## src/rtl/cmbe_consts.vh

```
`ifndef CMBE_CONSTS_VH
`define CMBE_CONSTS_VH

// operation codes presented on i_op
`define CMBE_OP_W           6
`define CMBE_OP_UMUL        6'h00
`define CMBE_OP_SMUL        6'h01
`define CMBE_OP_SUMUL       6'h02
`define CMBE_OP_FUMUL       6'h03
`define CMBE_OP_FSMUL       6'h04
`define CMBE_OP_FSUMUL      6'h05
`define CMBE_OP_REL_JUMP    6'h06
`define CMBE_OP_PTR_JUMP    6'h07
`define CMBE_OP_EPTR_JUMP   6'h08
`define CMBE_OP_ABS_JUMP    6'h09
`define CMBE_OP_REL_CALL    6'h0A
`define CMBE_OP_PTR_CALL    6'h0B
`define CMBE_OP_EPTR_CALL   6'h0C
`define CMBE_OP_SKIP_EQ     6'h0D
`define CMBE_OP_CMP         6'h0E
`define CMBE_OP_CMP_BORROW  6'h0F
`define CMBE_OP_CMP_CONST   6'h10
`define CMBE_OP_SKIP_RB_CLR 6'h11
`define CMBE_OP_SKIP_RB_SET 6'h12
`define CMBE_OP_SKIP_IO_CLR 6'h13
`define CMBE_OP_SKIP_IO_SET 6'h14
`define CMBE_OP_BR_FLAG_SET 6'h15
`define CMBE_OP_BR_FLAG_CLR 6'h16
`define CMBE_OP_BR_SGE      6'h17
`define CMBE_OP_BR_SLT      6'h18
`define CMBE_OP_BR_USH      6'h19
`define CMBE_OP_BR_ULO      6'h1A
`define CMBE_OP_BR_HSET     6'h1B
`define CMBE_OP_BR_HCLR     6'h1C
`define CMBE_OP_BR_TSET     6'h1D
`define CMBE_OP_BR_TCLR     6'h1E
`define CMBE_OP_BR_VSET     6'h1F
`define CMBE_OP_BR_VCLR     6'h20
`define CMBE_OP_BR_IEN      6'h21
`define CMBE_OP_BR_IDIS     6'h22

// status register bit positions
`define CMBE_F_C 0
`define CMBE_F_Z 1
`define CMBE_F_N 2
`define CMBE_F_V 3
`define CMBE_F_S 4
`define CMBE_F_H 5
`define CMBE_F_T 6
`define CMBE_F_I 7

// program counter layout
`define CMBE_PC_W   22
`define CMBE_PC_LOW 16
`define CMBE_EXT_W  6

// cycle counts
`define CMBE_CYC_W        3
`define CMBE_CYC_ONE      3'h1
`define CMBE_CYC_MUL      3'h2
`define CMBE_CYC_JUMP     3'h2
`define CMBE_CYC_ABS_JUMP 3'h3
`define CMBE_CYC_CALL     3'h3
`define CMBE_CYC_ECALL    3'h3
`define CMBE_CYC_CMP      3'h1
`define CMBE_CYC_BR_TAKEN 3'h2

`endif

```

## src/rtl/cmbe_exec.v

```verilog
`timescale 1ns/1ps
`include "cmbe_consts.vh"

module cmbe_exec (
  // clock and reset
  input  wire                      i_clk,
  input  wire                      i_nrst,
  // request
  input  wire                      i_valid,
  input  wire [`CMBE_OP_W-1:0]     i_op,
  input  wire [7:0]                i_rd_val,
  input  wire [7:0]                i_rr_val,
  input  wire [7:0]                i_const,
  input  wire [2:0]                i_bit_sel,
  input  wire [7:0]                i_io_val,
  input  wire [11:0]               i_offset,
  input  wire [`CMBE_PC_W-1:0]     i_abs_target,
  input  wire                      i_next_two_word,
  // core state
  input  wire [`CMBE_PC_W-1:0]     i_pc,
  input  wire [15:0]               i_z_ptr,
  input  wire [`CMBE_EXT_W-1:0]    i_ext_addr,
  input  wire [7:0]                i_status,
  // handshake
  output wire                      o_ready,
  output reg                       o_done,
  // results
  output reg  [`CMBE_PC_W-1:0]     o_pc_next,
  output wire                      o_pc_we,
  output reg  [15:0]               o_product,
  output wire                      o_product_we,
  output reg  [7:0]                o_status,
  output wire                      o_status_we,
  output reg  [`CMBE_PC_W-1:0]     o_ret_addr,
  output wire                      o_push_we,
  output reg  [`CMBE_CYC_W-1:0]    o_cycles
);

  localparam ST_IDLE = 1'b0;
  localparam ST_RUN  = 1'b1;

  reg                      state_r;
  reg                      state_nxt;
  reg [`CMBE_CYC_W-1:0]    rem_r;
  reg [`CMBE_CYC_W-1:0]    rem_nxt;
  reg                      done_nxt;
  reg                      pc_we_r;
  reg                      prod_we_r;
  reg                      stat_we_r;
  reg                      push_we_r;

  // per-request combinational results
  reg [`CMBE_PC_W-1:0]     pc_c;
  reg [15:0]               prod_c;
  reg [7:0]                stat_c;
  reg [`CMBE_CYC_W-1:0]    cyc_c;
  reg                      pc_we_c;
  reg                      prod_we_c;
  reg                      stat_we_c;
  reg                      push_we_c;
  reg                      br_cond;
  reg                      skip_cond;
  reg                      is_branch;
  reg                      is_skip;
  reg                      is_io_skip;

  wire                     accept;
  wire [`CMBE_PC_W-1:0]    pc_rel;
  wire [`CMBE_PC_W-1:0]    pc_inc1;
  wire [`CMBE_PC_W-1:0]    pc_skip;
  wire [`CMBE_CYC_W-1:0]   skip_extra;

  // multiplier operands, sign chosen per variant
  wire                     a_signed;
  wire                     b_signed;
  wire signed [8:0]        mul_a;
  wire signed [8:0]        mul_b;
  wire signed [17:0]       mul_full;
  wire [15:0]              mul_raw;
  wire                     frac;

  // compare datapath
  wire [7:0]               cmp_b;
  wire                     cmp_cin;
  wire [7:0]               cmp_res;
  wire [7:0]               bit_mask;
  wire                     cmp_c;
  wire                     cmp_h;
  wire                     cmp_v;

  // flag sources shared by several operations
  wire                     flag_sel;
  wire                     sign_lt;
  wire                     mul_c;
  wire                     mul_z;

  assign accept = i_valid && (state_r == ST_IDLE);
  assign o_ready = (state_r == ST_IDLE);

  assign a_signed = (i_op == `CMBE_OP_SMUL) || (i_op == `CMBE_OP_SUMUL) ||
                    (i_op == `CMBE_OP_FSMUL) || (i_op == `CMBE_OP_FSUMUL);
  assign b_signed = (i_op == `CMBE_OP_SMUL) || (i_op == `CMBE_OP_FSMUL);
  assign frac     = (i_op == `CMBE_OP_FUMUL) || (i_op == `CMBE_OP_FSMUL) || (i_op == `CMBE_OP_FSUMUL);
  assign mul_a    = {a_signed & i_rd_val[7], i_rd_val};
  assign mul_b    = {b_signed & i_rr_val[7], i_rr_val};
  assign mul_full = mul_a * mul_b;
  assign mul_raw  = mul_full[15:0];
  assign mul_c    = mul_raw[15];
  // fractional zero looks at the shifted result
  assign mul_z    = frac ? (mul_raw[14:0] == 15'h0000) : (mul_raw == 16'h0000);

  assign cmp_b   = (i_op == `CMBE_OP_CMP_CONST) ? i_const : i_rr_val;
  assign cmp_cin = (i_op == `CMBE_OP_CMP_BORROW) ? i_status[`CMBE_F_C] : 1'b0;
  assign cmp_res = i_rd_val - cmp_b - {7'h00, cmp_cin};
  assign bit_mask = 8'h01 << i_bit_sel;
  assign cmp_c   = (~i_rd_val[7] & cmp_b[7]) | (cmp_b[7] & cmp_res[7]) | (cmp_res[7] & ~i_rd_val[7]);
  assign cmp_h   = (~i_rd_val[3] & cmp_b[3]) | (cmp_b[3] & cmp_res[3]) | (cmp_res[3] & ~i_rd_val[3]);
  assign cmp_v   = (i_rd_val[7] & ~cmp_b[7] & ~cmp_res[7]) | (~i_rd_val[7] & cmp_b[7] & cmp_res[7]);

  assign pc_inc1    = i_pc + 22'h000001;
  assign pc_rel     = i_pc + {{10{i_offset[11]}}, i_offset} + 22'h000001;
  assign pc_skip    = i_pc + (i_next_two_word ? 22'h000003 : 22'h000002);
  assign skip_extra = i_next_two_word ? 3'h2 : 3'h1;
  assign flag_sel   = i_status[i_bit_sel];
  assign sign_lt    = i_status[`CMBE_F_N] ^ i_status[`CMBE_F_V];

  // branch condition per operation
  always @* begin
    br_cond   = 1'b0;
    is_branch = 1'b1;
    case (i_op)
      `CMBE_OP_BR_FLAG_SET: br_cond = flag_sel;
      `CMBE_OP_BR_FLAG_CLR: br_cond = ~flag_sel;
      `CMBE_OP_BR_SGE:      br_cond = ~sign_lt;
      `CMBE_OP_BR_SLT:      br_cond = sign_lt;
      `CMBE_OP_BR_USH:      br_cond = ~i_status[`CMBE_F_C];
      `CMBE_OP_BR_ULO:      br_cond = i_status[`CMBE_F_C];
      `CMBE_OP_BR_HSET:     br_cond = i_status[`CMBE_F_H];
      `CMBE_OP_BR_HCLR:     br_cond = ~i_status[`CMBE_F_H];
      `CMBE_OP_BR_TSET:     br_cond = i_status[`CMBE_F_T];
      `CMBE_OP_BR_TCLR:     br_cond = ~i_status[`CMBE_F_T];
      `CMBE_OP_BR_VSET:     br_cond = i_status[`CMBE_F_V];
      `CMBE_OP_BR_VCLR:     br_cond = ~i_status[`CMBE_F_V];
      `CMBE_OP_BR_IEN:      br_cond = i_status[`CMBE_F_I];
      `CMBE_OP_BR_IDIS:     br_cond = ~i_status[`CMBE_F_I];
      default:              is_branch = 1'b0;
    endcase
  end

  // skip condition per operation
  always @* begin
    skip_cond  = 1'b0;
    is_skip    = 1'b1;
    is_io_skip = 1'b0;
    case (i_op)
      `CMBE_OP_SKIP_EQ:     skip_cond = (i_rd_val == i_rr_val);
      `CMBE_OP_SKIP_RB_CLR: skip_cond = ((i_rr_val & bit_mask) == 8'h00);
      `CMBE_OP_SKIP_RB_SET: skip_cond = ((i_rr_val & bit_mask) != 8'h00);
      `CMBE_OP_SKIP_IO_CLR: begin
        skip_cond  = ((i_io_val & bit_mask) == 8'h00);
        is_io_skip = 1'b1;
      end
      `CMBE_OP_SKIP_IO_SET: begin
        skip_cond  = ((i_io_val & bit_mask) != 8'h00);
        is_io_skip = 1'b1;
      end
      default:              is_skip = 1'b0;
    endcase
  end

  // result per operation
  always @* begin
    pc_c      = pc_inc1;
    prod_c    = 16'h0000;
    stat_c    = i_status;
    cyc_c     = `CMBE_CYC_ONE;
    pc_we_c   = 1'b0;
    prod_we_c = 1'b0;
    stat_we_c = 1'b0;
    push_we_c = 1'b0;
    case (i_op)
      `CMBE_OP_UMUL, `CMBE_OP_SMUL, `CMBE_OP_SUMUL,
      `CMBE_OP_FUMUL, `CMBE_OP_FSMUL, `CMBE_OP_FSUMUL: begin
        prod_c = frac ? {mul_raw[14:0], 1'b0} : mul_raw;
        stat_c[`CMBE_F_C] = mul_c;
        stat_c[`CMBE_F_Z] = mul_z;
        cyc_c     = `CMBE_CYC_MUL;
        prod_we_c = 1'b1;
        stat_we_c = 1'b1;
      end
      `CMBE_OP_REL_JUMP: begin
        pc_c    = pc_rel;
        cyc_c   = `CMBE_CYC_JUMP;
        pc_we_c = 1'b1;
      end
      `CMBE_OP_PTR_JUMP: begin
        pc_c    = {{`CMBE_EXT_W{1'b0}}, i_z_ptr};
        cyc_c   = `CMBE_CYC_JUMP;
        pc_we_c = 1'b1;
      end
      `CMBE_OP_EPTR_JUMP: begin
        pc_c    = {i_ext_addr, i_z_ptr};
        cyc_c   = `CMBE_CYC_JUMP;
        pc_we_c = 1'b1;
      end
      `CMBE_OP_ABS_JUMP: begin
        pc_c    = i_abs_target;
        cyc_c   = `CMBE_CYC_ABS_JUMP;
        pc_we_c = 1'b1;
      end
      `CMBE_OP_REL_CALL: begin
        pc_c      = pc_rel;
        cyc_c     = `CMBE_CYC_CALL;
        pc_we_c   = 1'b1;
        push_we_c = 1'b1;
      end
      `CMBE_OP_PTR_CALL: begin
        pc_c      = {{`CMBE_EXT_W{1'b0}}, i_z_ptr};
        cyc_c     = `CMBE_CYC_CALL;
        pc_we_c   = 1'b1;
        push_we_c = 1'b1;
      end
      `CMBE_OP_EPTR_CALL: begin
        pc_c      = {i_ext_addr, i_z_ptr};
        cyc_c     = `CMBE_CYC_ECALL;
        pc_we_c   = 1'b1;
        push_we_c = 1'b1;
      end
      `CMBE_OP_CMP, `CMBE_OP_CMP_BORROW, `CMBE_OP_CMP_CONST: begin
        stat_c[`CMBE_F_N] = cmp_res[7];
        stat_c[`CMBE_F_C] = cmp_c;
        stat_c[`CMBE_F_H] = cmp_h;
        stat_c[`CMBE_F_V] = cmp_v;
        stat_c[`CMBE_F_S] = cmp_res[7] ^ cmp_v;
        // borrow form keeps Z only while the whole chain stays zero
        stat_c[`CMBE_F_Z] = (cmp_res == 8'h00) &
                            ((i_op != `CMBE_OP_CMP_BORROW) | i_status[`CMBE_F_Z]);
        cyc_c     = `CMBE_CYC_CMP;
        stat_we_c = 1'b1;
      end
      default: begin
        if (is_branch) begin
          pc_c    = br_cond ? pc_rel : pc_inc1;
          cyc_c   = br_cond ? `CMBE_CYC_BR_TAKEN : `CMBE_CYC_ONE;
          pc_we_c = 1'b1;
        end else if (is_skip) begin
          pc_c    = skip_cond ? pc_skip : pc_inc1;
          cyc_c   = (skip_cond ? (`CMBE_CYC_ONE + skip_extra) : `CMBE_CYC_ONE) +
                    {2'b00, is_io_skip};
          pc_we_c = 1'b1;
        end
      end
    endcase
  end

  always @* begin
    state_nxt = state_r;
    rem_nxt   = rem_r;
    done_nxt  = 1'b0;
    case (state_r)
      ST_IDLE: begin
        if (accept) begin
          if (cyc_c == `CMBE_CYC_ONE) begin
            done_nxt = 1'b1;
          end else begin
            state_nxt = ST_RUN;
            rem_nxt   = cyc_c;
          end
        end
      end
      ST_RUN: begin
        rem_nxt = rem_r - 3'h1;
        // leave one cycle early so that the done cycle is also a ready cycle
        if (rem_r == 3'h2) begin
          state_nxt = ST_IDLE;
          done_nxt  = 1'b1;
        end
      end
      default: begin
        state_nxt = ST_IDLE;
        rem_nxt   = 3'h0;
      end
    endcase
  end

  // sequencer
  always @(posedge i_clk or negedge i_nrst) begin
    if (!i_nrst) begin
      state_r <= ST_IDLE;
      rem_r   <= 3'h0;
      o_done  <= 1'b0;
    end else begin
      state_r <= state_nxt;
      rem_r   <= rem_nxt;
      o_done  <= done_nxt;
    end
  end

  // results are taken at accept and stand until the next accept
  always @(posedge i_clk or negedge i_nrst) begin
    if (!i_nrst) begin
      o_pc_next  <= 22'h000000;
      o_product  <= 16'h0000;
      o_status   <= 8'h00;
      o_ret_addr <= 22'h000000;
      o_cycles   <= 3'h0;
      pc_we_r    <= 1'b0;
      prod_we_r  <= 1'b0;
      stat_we_r  <= 1'b0;
      push_we_r  <= 1'b0;
    end else if (accept) begin
      o_pc_next  <= pc_c;
      o_product  <= prod_c;
      o_status   <= stat_c;
      o_ret_addr <= pc_inc1;
      o_cycles   <= cyc_c;
      pc_we_r    <= pc_we_c;
      prod_we_r  <= prod_we_c;
      stat_we_r  <= stat_we_c;
      push_we_r  <= push_we_c;
    end
  end

  assign o_pc_we      = o_done & pc_we_r;
  assign o_product_we = o_done & prod_we_r;
  assign o_status_we  = o_done & stat_we_r;
  assign o_push_we    = o_done & push_we_r;

endmodule // cmbe_exec
```

## config.mk

```make
export PLATFORM = sky130hd
export DESIGN_NAME = cmbe_exec
export DESIGN_NICKNAME = d
export VERILOG_FILES = /design/src/rtl/cmbe_exec.v
export VERILOG_INCLUDE_DIRS = /design/src /design/src/rtl
export SDC_FILE = /design/constraint.sdc
export NUM_CORES = 1
export LEC_CHECK = 0
export CORE_ASPECT_RATIO = 0.5
export CORE_MARGIN = 2
export CORE_UTILIZATION = 45
export DETAILED_ROUTE_END_ITERATION = 8
export DONT_BUFFER_PORTS = 1
export GPL_TIMING_DRIVEN = 0
export SLEW_MARGIN = 15
export SYNTH_ARGS = -nofsm -noshare
export SYNTH_HDL_FRONTEND = slang
export SYNTH_SLANG_ARGS = --single-unit
```

## constraint.sdc

```tcl
create_clock -name i_clk -period 4.05 [get_ports i_clk]
set_input_delay 0.405 -clock i_clk [delete_from_list [all_inputs] [get_ports i_clk]]
set_output_delay 0.405 -clock i_clk [all_outputs]
set_load 0.05 [all_outputs]
```

==> run_results.csv, run 1 <==
group,metric,value,unit
status,status,"finished, violations left",
status,violations,"setup timing",
yosys,syn_area_per_cell,8.16,um2
power,powerDensity,546,nW/um2
sta,max_clock_freq,0.177,GHz
detailed_routing,vias,10100,
clock_network,cts_buffers,9,
yosys,synthCells,1300,
floorplan,die_w,221,um
cells_and_area,drive_above_1_share,9.50,%
detailed_routing,wl,37.8,mm
sta,finalSetupTns,-10.01,ns
worst_setup_path,crit_arrival,5.93,ns
grt,grt_pass1_wl,58.9,mm
worst_setup_path,path_depth,20,
worst_setup_path,slowest_stage,"fa_1",
floorplan,ios,208,
hold_path,worstHoldPathType,"in -> reg",
placed_design,dp.cells,1607,
sta,setup_viol_count_final,10,
sta,skew,0.00877,ns
yosys,ys_async_sr_fraction,100,%
grt,grt_pass1_vias,10300,
cells_and_area,register_area,2000,um2
placed_design,placed_cell_area,11000,um2
sta,timing.final.crit_share,139,%
yosys,syn_area,10600,um2
worst_setup_path,max_stage_delay,0.55,ns
cells_and_area,antennaDiodeCount,0,
worst_setup_path,path_cells,"buf_12, buf_12, nor3_4, nand3b_1, nor2_4, and2_1, fa_1, inv_1, fa_1, inv_1, fa_1, fa_1, ha_1, ha_4, a21boi_4, nor2_4, or4_1, or4_1, or4_4, o21ai_2",
clock_network,cts_tree,"done",
placed_design,pre_cts_slack,-2.83,ns
cells_and_area,n_fill_cell,2215,
clock_network,path_clk_slew,0.07,ns
yosys,ys_ff_latch,80,
detailed_routing,vias_per_cell,6.17,
detailed_routing,first_pass_iters,5,
detailed_routing,ant_nets,0,
clock_network,clk-insertion-delay-late,0.36,ns
placed_design,place_congestion,0.960,
grt,grt.overflow.total,0,
sta,timing.final.ws_setup,-1.59,ns
clock_network,clock_sinks,80,
power,leakage,5.15,nW
detailed_routing,drc,0,
worst_setup_path,crit_family,"adder cells",
worst_setup_path,worst-r2r-cell-count,7,
floorplan,die_h,113,um
yosys,synth-main-ff-cell,"dfrtp_1",
cells_and_area,nets,1612,
clock_network,cts_root_buf,"clkbuf_16",
floorplan,rows,39,
cells_and_area,finish.utilization,51.6,%
power,irDropWorstVdd,0.352,mV
sta,grt_setup_unrepaired,"true",
worst_setup_path,crit_buf_inv,4,
grt,grt.total_usage,30.5,%
worst_setup_path,crit_path_start_kind,"input pin",
clock_network,cts_buffer_depth,2,
cells_and_area,fin_area,11900,um2
worst_setup_path,required,4.34,ns
grt,grt_max_degree,81,
worst_setup_path,cp_max_fo,6,
hold_path,min_path_cells,2,
sta,slew_viol_final,0,
yosys,synth_edf_count,0,
clock_network,h-tree-depth,3,
floorplan,coreArea,23000,um2
power,total_power,6.47,mW
detailed_routing,drtIter0Drc,824,
yosys,synth_warnings,0,
sta,hold_viol_final,0,
yosys,synth_fp_nets,1580,
worst_setup_path,cp_common_cell,"fa_1",
worst_setup_path,cp-end-kind,"register",
sta,worst_hold_slack,0.151,ns
cells_and_area,area_delta_synth_final,11.9,%
sta,tightestPinTransition,1.26,ns
floorplan,initial_core_util,46.1,%
yosys,ys_types,87,
sta,relSlewSlack,15.2,%
sta,fin_crit,5.64,ns
worst_setup_path,crit_type,"in -> reg",
grt,antenna_found_initial,0,
placed_design,port_buffers,0,
yosys,yosysSeqAreaShare,18.9,%
run,drv_cap,0,
detailed_routing,wl_per_cell,23.0,um
cells_and_area,final_cells,1644,
cells_and_area,multi_input_area,8150,um2
floorplan,die_area,24900,um2
placed_design,hpwl,29.8,mm
## placed cells by master (no fill, tap or decap), types with 38 or more instances in the layout
cell type  instances
fa_1              66
o21ai_0           87
dfrtp_1           80
clkbuf_1          43
and2_1            48
inv_1            121
a21oi_1           54
nor2_1            68
ha_1              80
xnor2_1           38
nand2_1          147
## layout make-up
type                       count  area share (%)
multi-input combinational   1025            68.7
sequential                    80            16.9
inverter                     126            3.99
tap                          307            3.24
buffer                        68            3.12
clock buffer                  11            1.96
timing repair buffer          22            1.81
clock inverter                 5           0.285
## synthesized netlist by cell type, drive strengths merged, types with 6 or more instances
cell	instances	area [um2]
mux2	7	78.8
inv	126	473
o21ai	105	529
a21oi	56	280
nor2	73	284
a211oi	14	110
and3	9	56.3
o211ai	11	82.6
mux2i	34	344
o221ai	12	105
dfrtp	80	2000
nand2b	14	87.6
nor3b	8	60.1
o22ai	7	43.8
ha	83	1040
fa	66	1320
xnor2	45	394
buf	19	95.1
a31oi	11	68.8
o21a	11	82.6
nand2	151	567
nand4	13	81.3
o31ai	6	45.0
clkbuf	50	188
a21o	21	158
xor2	29	254
a221oi	20	181
nor3	29	155
nor2b	16	100
nor4b	6	52.6
nand3	30	155
and2	48	300
## per-layer routing
layer | vias up | GRT usage (%) | part of all wire [%]
met5 | - | 0 | 0
met4 | 0 | 10.8 | 3.3
met3 | 79 | 5.68 | 6.5
met2 | 404 | 51.7 | 48
met1 | 5013 | 39.3 | 42
li1 | 4646 | - | -
## state kept, by name (all words and copies together), names as in the netlist
| name | count |
|---|---|
| push_we_r | 1 |
| o_ret_addr | 22 |
| o_status | 8 |
| pc_we_r | 1 |
| o_done | 1 |
| o_product | 16 |
| rem_r | 3 |
| prod_we_r | 1 |
| state_r | 1 |
| o_cycles | 3 |
| o_pc_next | 22 |
| stat_we_r | 1 |
## cell families (layout without fill, tap and decap cells)
kind of cell	Yosys count	after routing	synth area share [%]
xor gates and xnor gates	74	74	6.11
DFF	80	80	18.9
buffers and inverters	195	232	7.13
and+or+nand+nor	428	428	20.2
muxes	44	44	4.66
adders and majority gates	149	149	22.3
AOI/OAI and AO/OA	330	330	20.8
## final timing paths
kind | end | from | slack (ns)
setup / recovery | o_status[1]$_DFFE_PN0P_ | i_op[2] | -1.59
hold / removal | o_status[6]$_DFFE_PN0P_ | i_status[6] | 0.15
setup reg to reg | o_status[1]$_DFFE_PN0P_ | state_r$_DFF_PN0_ | 1.10
hold reg to reg | prod_we_r$_DFFE_PN0P_ | prod_we_r$_DFFE_PN0P_ | 0.48
max in group asynchronous | o_product[13]$_DFFE_PN0P_ | i_nrst | 3.07
min in group asynchronous | o_pc_next[13]$_DFFE_PN0P_ | i_nrst | 0.63
## report_power, final
part / internal (mW) / total, mW / switching (mW)
clock: 0.415 / 0.780 / 0.365
sequential: 1.10 / 2.45 / 1.35
combinational: 1.42 / 3.24 / 1.83
total: 2.94 / 6.47 / 3.54
## worst reg2reg max path, stage by stage (launching register included)
cell and delay, ns:
dfrtp_1 0.44, nor2b_1 0.13, clkbuf_1 0.38, nand2_1 0.31
or4_1 0.60, or4_1 0.47, or4_4 0.44, o21ai_2 0.13
## what timing repair did
action,in CTS,in global routing
pin swaps,17,24
setup buffers,15,8
gates cloned,0,0
hold buffers,2,0
gates resized for setup,55,31
setup endpoints to repair,11,12
endpoints found under the hold margin,80,0
Power figures use the tool's default switching activity.
==> run 2: changes to the inputs <==
CORE_MARGIN = default   (was 2)
CORE_UTILIZATION = 58   (was 45)
PLACE_DENSITY = 0.77   (was default)
==> run 2 against run 1 <==
  * The flow finishes with violations (DRC, setup timing)
  * Setup slack worse by 0.029 ns
  * Wire length is 4.3% lower
  * Critical path depth is 1 higher
  * First-iteration DRC count is 24% higher
  * Cell area is 1.8% lower
  * Total power is 2.4% lower
  * Clock-buffer cell count is 1 lower
  * Critical path type unchanged
  * Critical endpoint unchanged
==> run_results.csv, run 2 (synthesis gave the netlist of run 1 again) <==
group,metric,value,unit
status,status,"finished, violations left",
status,violations,"DRC, setup timing",
sta,setup_viol_count_final,10,
grt,antenna_found_initial,0,
cells_and_area,layout_common_cells,"nand2_1, inv_1, o21ai_0",
worst_setup_path,required,4.32,ns
clock_network,cts_tree,"done",
power,total_power,6.32,mW
detailed_routing,vias,10400,
worst_setup_path,crit_type,"in -> reg",
floorplan,coreArea,17600,um2
cells_and_area,drive_above_1_share,8.72,%
grt,grt_max_degree,81,
sta,relSlewSlack,23.0,%
cells_and_area,largestRegisters,"o_pc_next (22), o_ret_addr (22), o_product (16)",
sta,timing.final.crit_share,140,%
floorplan,die_w,193,um
power,irDropWorstVdd,0.285,mV
clock_network,h-tree-depth,3,
sta,tightestPinTransition,1.15,ns
floorplan,initial_core_util,60.2,%
sta,slew_viol_final,0,
sta,fin_crit,5.67,ns
hold_path,worstHoldPathType,"in -> reg",
clock_network,clock_sinks,80,
cells_and_area,antennaDiodeCount,0,
placed_design,place_congestion,0.989,
clock_network,cts_buffers,9,
clock_network,cts_buffer_depth,2,
clock_network,cts_root_buf,"clkbuf_16",
detailed_routing,ant_nets,0,
grt,grt.total_usage,39.1,%
cells_and_area,finish.utilization,66.2,%
detailed_routing,drc,6,
sta,hold_viol_final,0,
sta,timing.final.ws_setup,-1.62,ns
cells_and_area,area_delta_synth_final,9.90,%
cells_and_area,final_common_cell,"nand2_1",
worst_setup_path,crit_path_start_kind,"input pin",
power,powerDensity,542,nW/um2
run,drv_cap,0,
grt,grt.overflow.total,0,
worst_setup_path,crit_arrival,5.95,ns
detailed_routing,vias_per_cell,6.66,
power,leakage,5.12,nW
detailed_routing,wl_per_cell,23.1,um
clock_network,path_clk_slew,0.07,ns
floorplan,die_h,97.6,um
grt,grt_pass1_vias,10500,
sta,max_clock_freq,0.176,GHz
floorplan,ios,208,
floorplan,die_area,18900,um2
worst_setup_path,cp_max_fo,4,
cells_and_area,nets,1606,
floorplan,rows,34,
clock_network,clk-insertion-delay-late,0.35,ns
detailed_routing,first_pass_iters,9,
detailed_routing,wl,36.2,mm
worst_setup_path,cp-end-kind,"register",
placed_design,port_buffers,0,
sta,grt_setup_unrepaired,"true",
sta,skew,0.0106,ns
grt,grt_pass1_wl,57.5,mm
detailed_routing,drtIter0Drc,1022,
placed_design,hpwl,28.2,mm
## run 2: cell types whose count changed in the layout (fill, tap and decap cells not counted), sizes merged
cell,delta
buf,-5
bufinv,+1
clkbuf,-2
clkinv,-2
clkinvlp,-2
inv,+4
## run 2: cell type report
| cell class | instances | area [um2] |
|---|---|---|
| inverter | 126 | 478 |
| tap | 234 | 293 |
| clock buffer | 10 | 239 |
| timing repair buffer | 16 | 150 |
| clock inverter | 6 | 72.6 |
| multi-input combinational | 1025 | 8060 |
| fill | 1503 | 5960 |
| buffer | 68 | 364 |
| sequential | 80 | 2000 |
## run 2: routing by layer
| layer | GRT usage [%] | routed length (um) | vias up |
|---|---|---|---|
| met4 | 16.4 | 1560 | 0 |
| met5 | 0 | 0 | - |
| met1 | 49.4 | 14400 | 5028 |
| met3 | 10.3 | 3720 | 132 |
| met2 | 63.8 | 16500 | 624 |
| li1 | - | - | 4635 |
## run 2: worst paths after layout
check | slack, ns | cells past startpoint | start | endpoint
max reg2reg | 0.99 | 7 | state_r$_DFF_PN0_ | o_status[1]$_DFFE_PN0P_
max | -1.62 | 21 | i_op[0] | o_status[1]$_DFFE_PN0P_
max in group asynchronous | 3.04 | 2 | i_nrst | o_ret_addr[0]$_DFFE_PN0P_
min in group asynchronous | 0.65 | 2 | i_nrst | o_pc_next[10]$_DFFE_PN0P_
min reg2reg | 0.48 | 2 | stat_we_r$_DFFE_PN0P_ | stat_we_r$_DFFE_PN0P_
min | 0.17 | 1 | i_pc[0] | o_ret_addr[0]$_DFFE_PN0P_
## run 2: through the flow
stage | TNS, ns | setup WS [ns] | hold slack, ns | cell area (um2) | std cells
2_1_floorplan | -11.64 | -1.95 | 0.109 | 10700 | 1300
5_1_grt | -11.72 | -1.77 | 0.166 | 11700 | 1565
4_1_cts | -9.44 | -1.58 | 0.167 | 11600 | 1562
3_5_place_dp | -20.00 | -2.58 | 0.110 | 10900 | 1534
3_3_place_gp | -18.53 | -2.53 | 0.111 | 10900 | 1534
6_report | -10.25 | -1.62 | 0.172 | 11700 | 1565
## run 2: what timing repair did
item | 4_1_cts | 5_1_grt
resized for setup | 43 | 25
buffers inserted | 11 | 4
endpoints found under the hold margin | 80 | 0
pin swaps | 17 | 8
hold buffers | 2 | 0
setup endpoints to repair | 12 | 16
## run 2: critical path, stage by stage
cell and delay (ns):
clkbuf_16 0.13, buf_8 0.12, xor2_1 0.15, nand4_1 0.23, or2_4 0.31, fa_1 0.48
fa_1 0.54, inv_2 0.05, fa_1 0.44, fa_1 0.49, inv_1 0.05, fa_1 0.49
inv_2 0.05, ha_4 0.28, o21ai_4 0.06, a21boi_2 0.18, nor2_2 0.06, or4_1 0.38
or4_1 0.49, or4_1 0.44, o21ai_2 0.12
## run 2: where the power goes
part	internal (mW)	total, mW	switching (mW)
Clock	0.506	0.891	0.386
Sequential	1.10	2.45	1.34
Combinational	1.26	2.98	1.72
Total	2.87	6.32	3.45
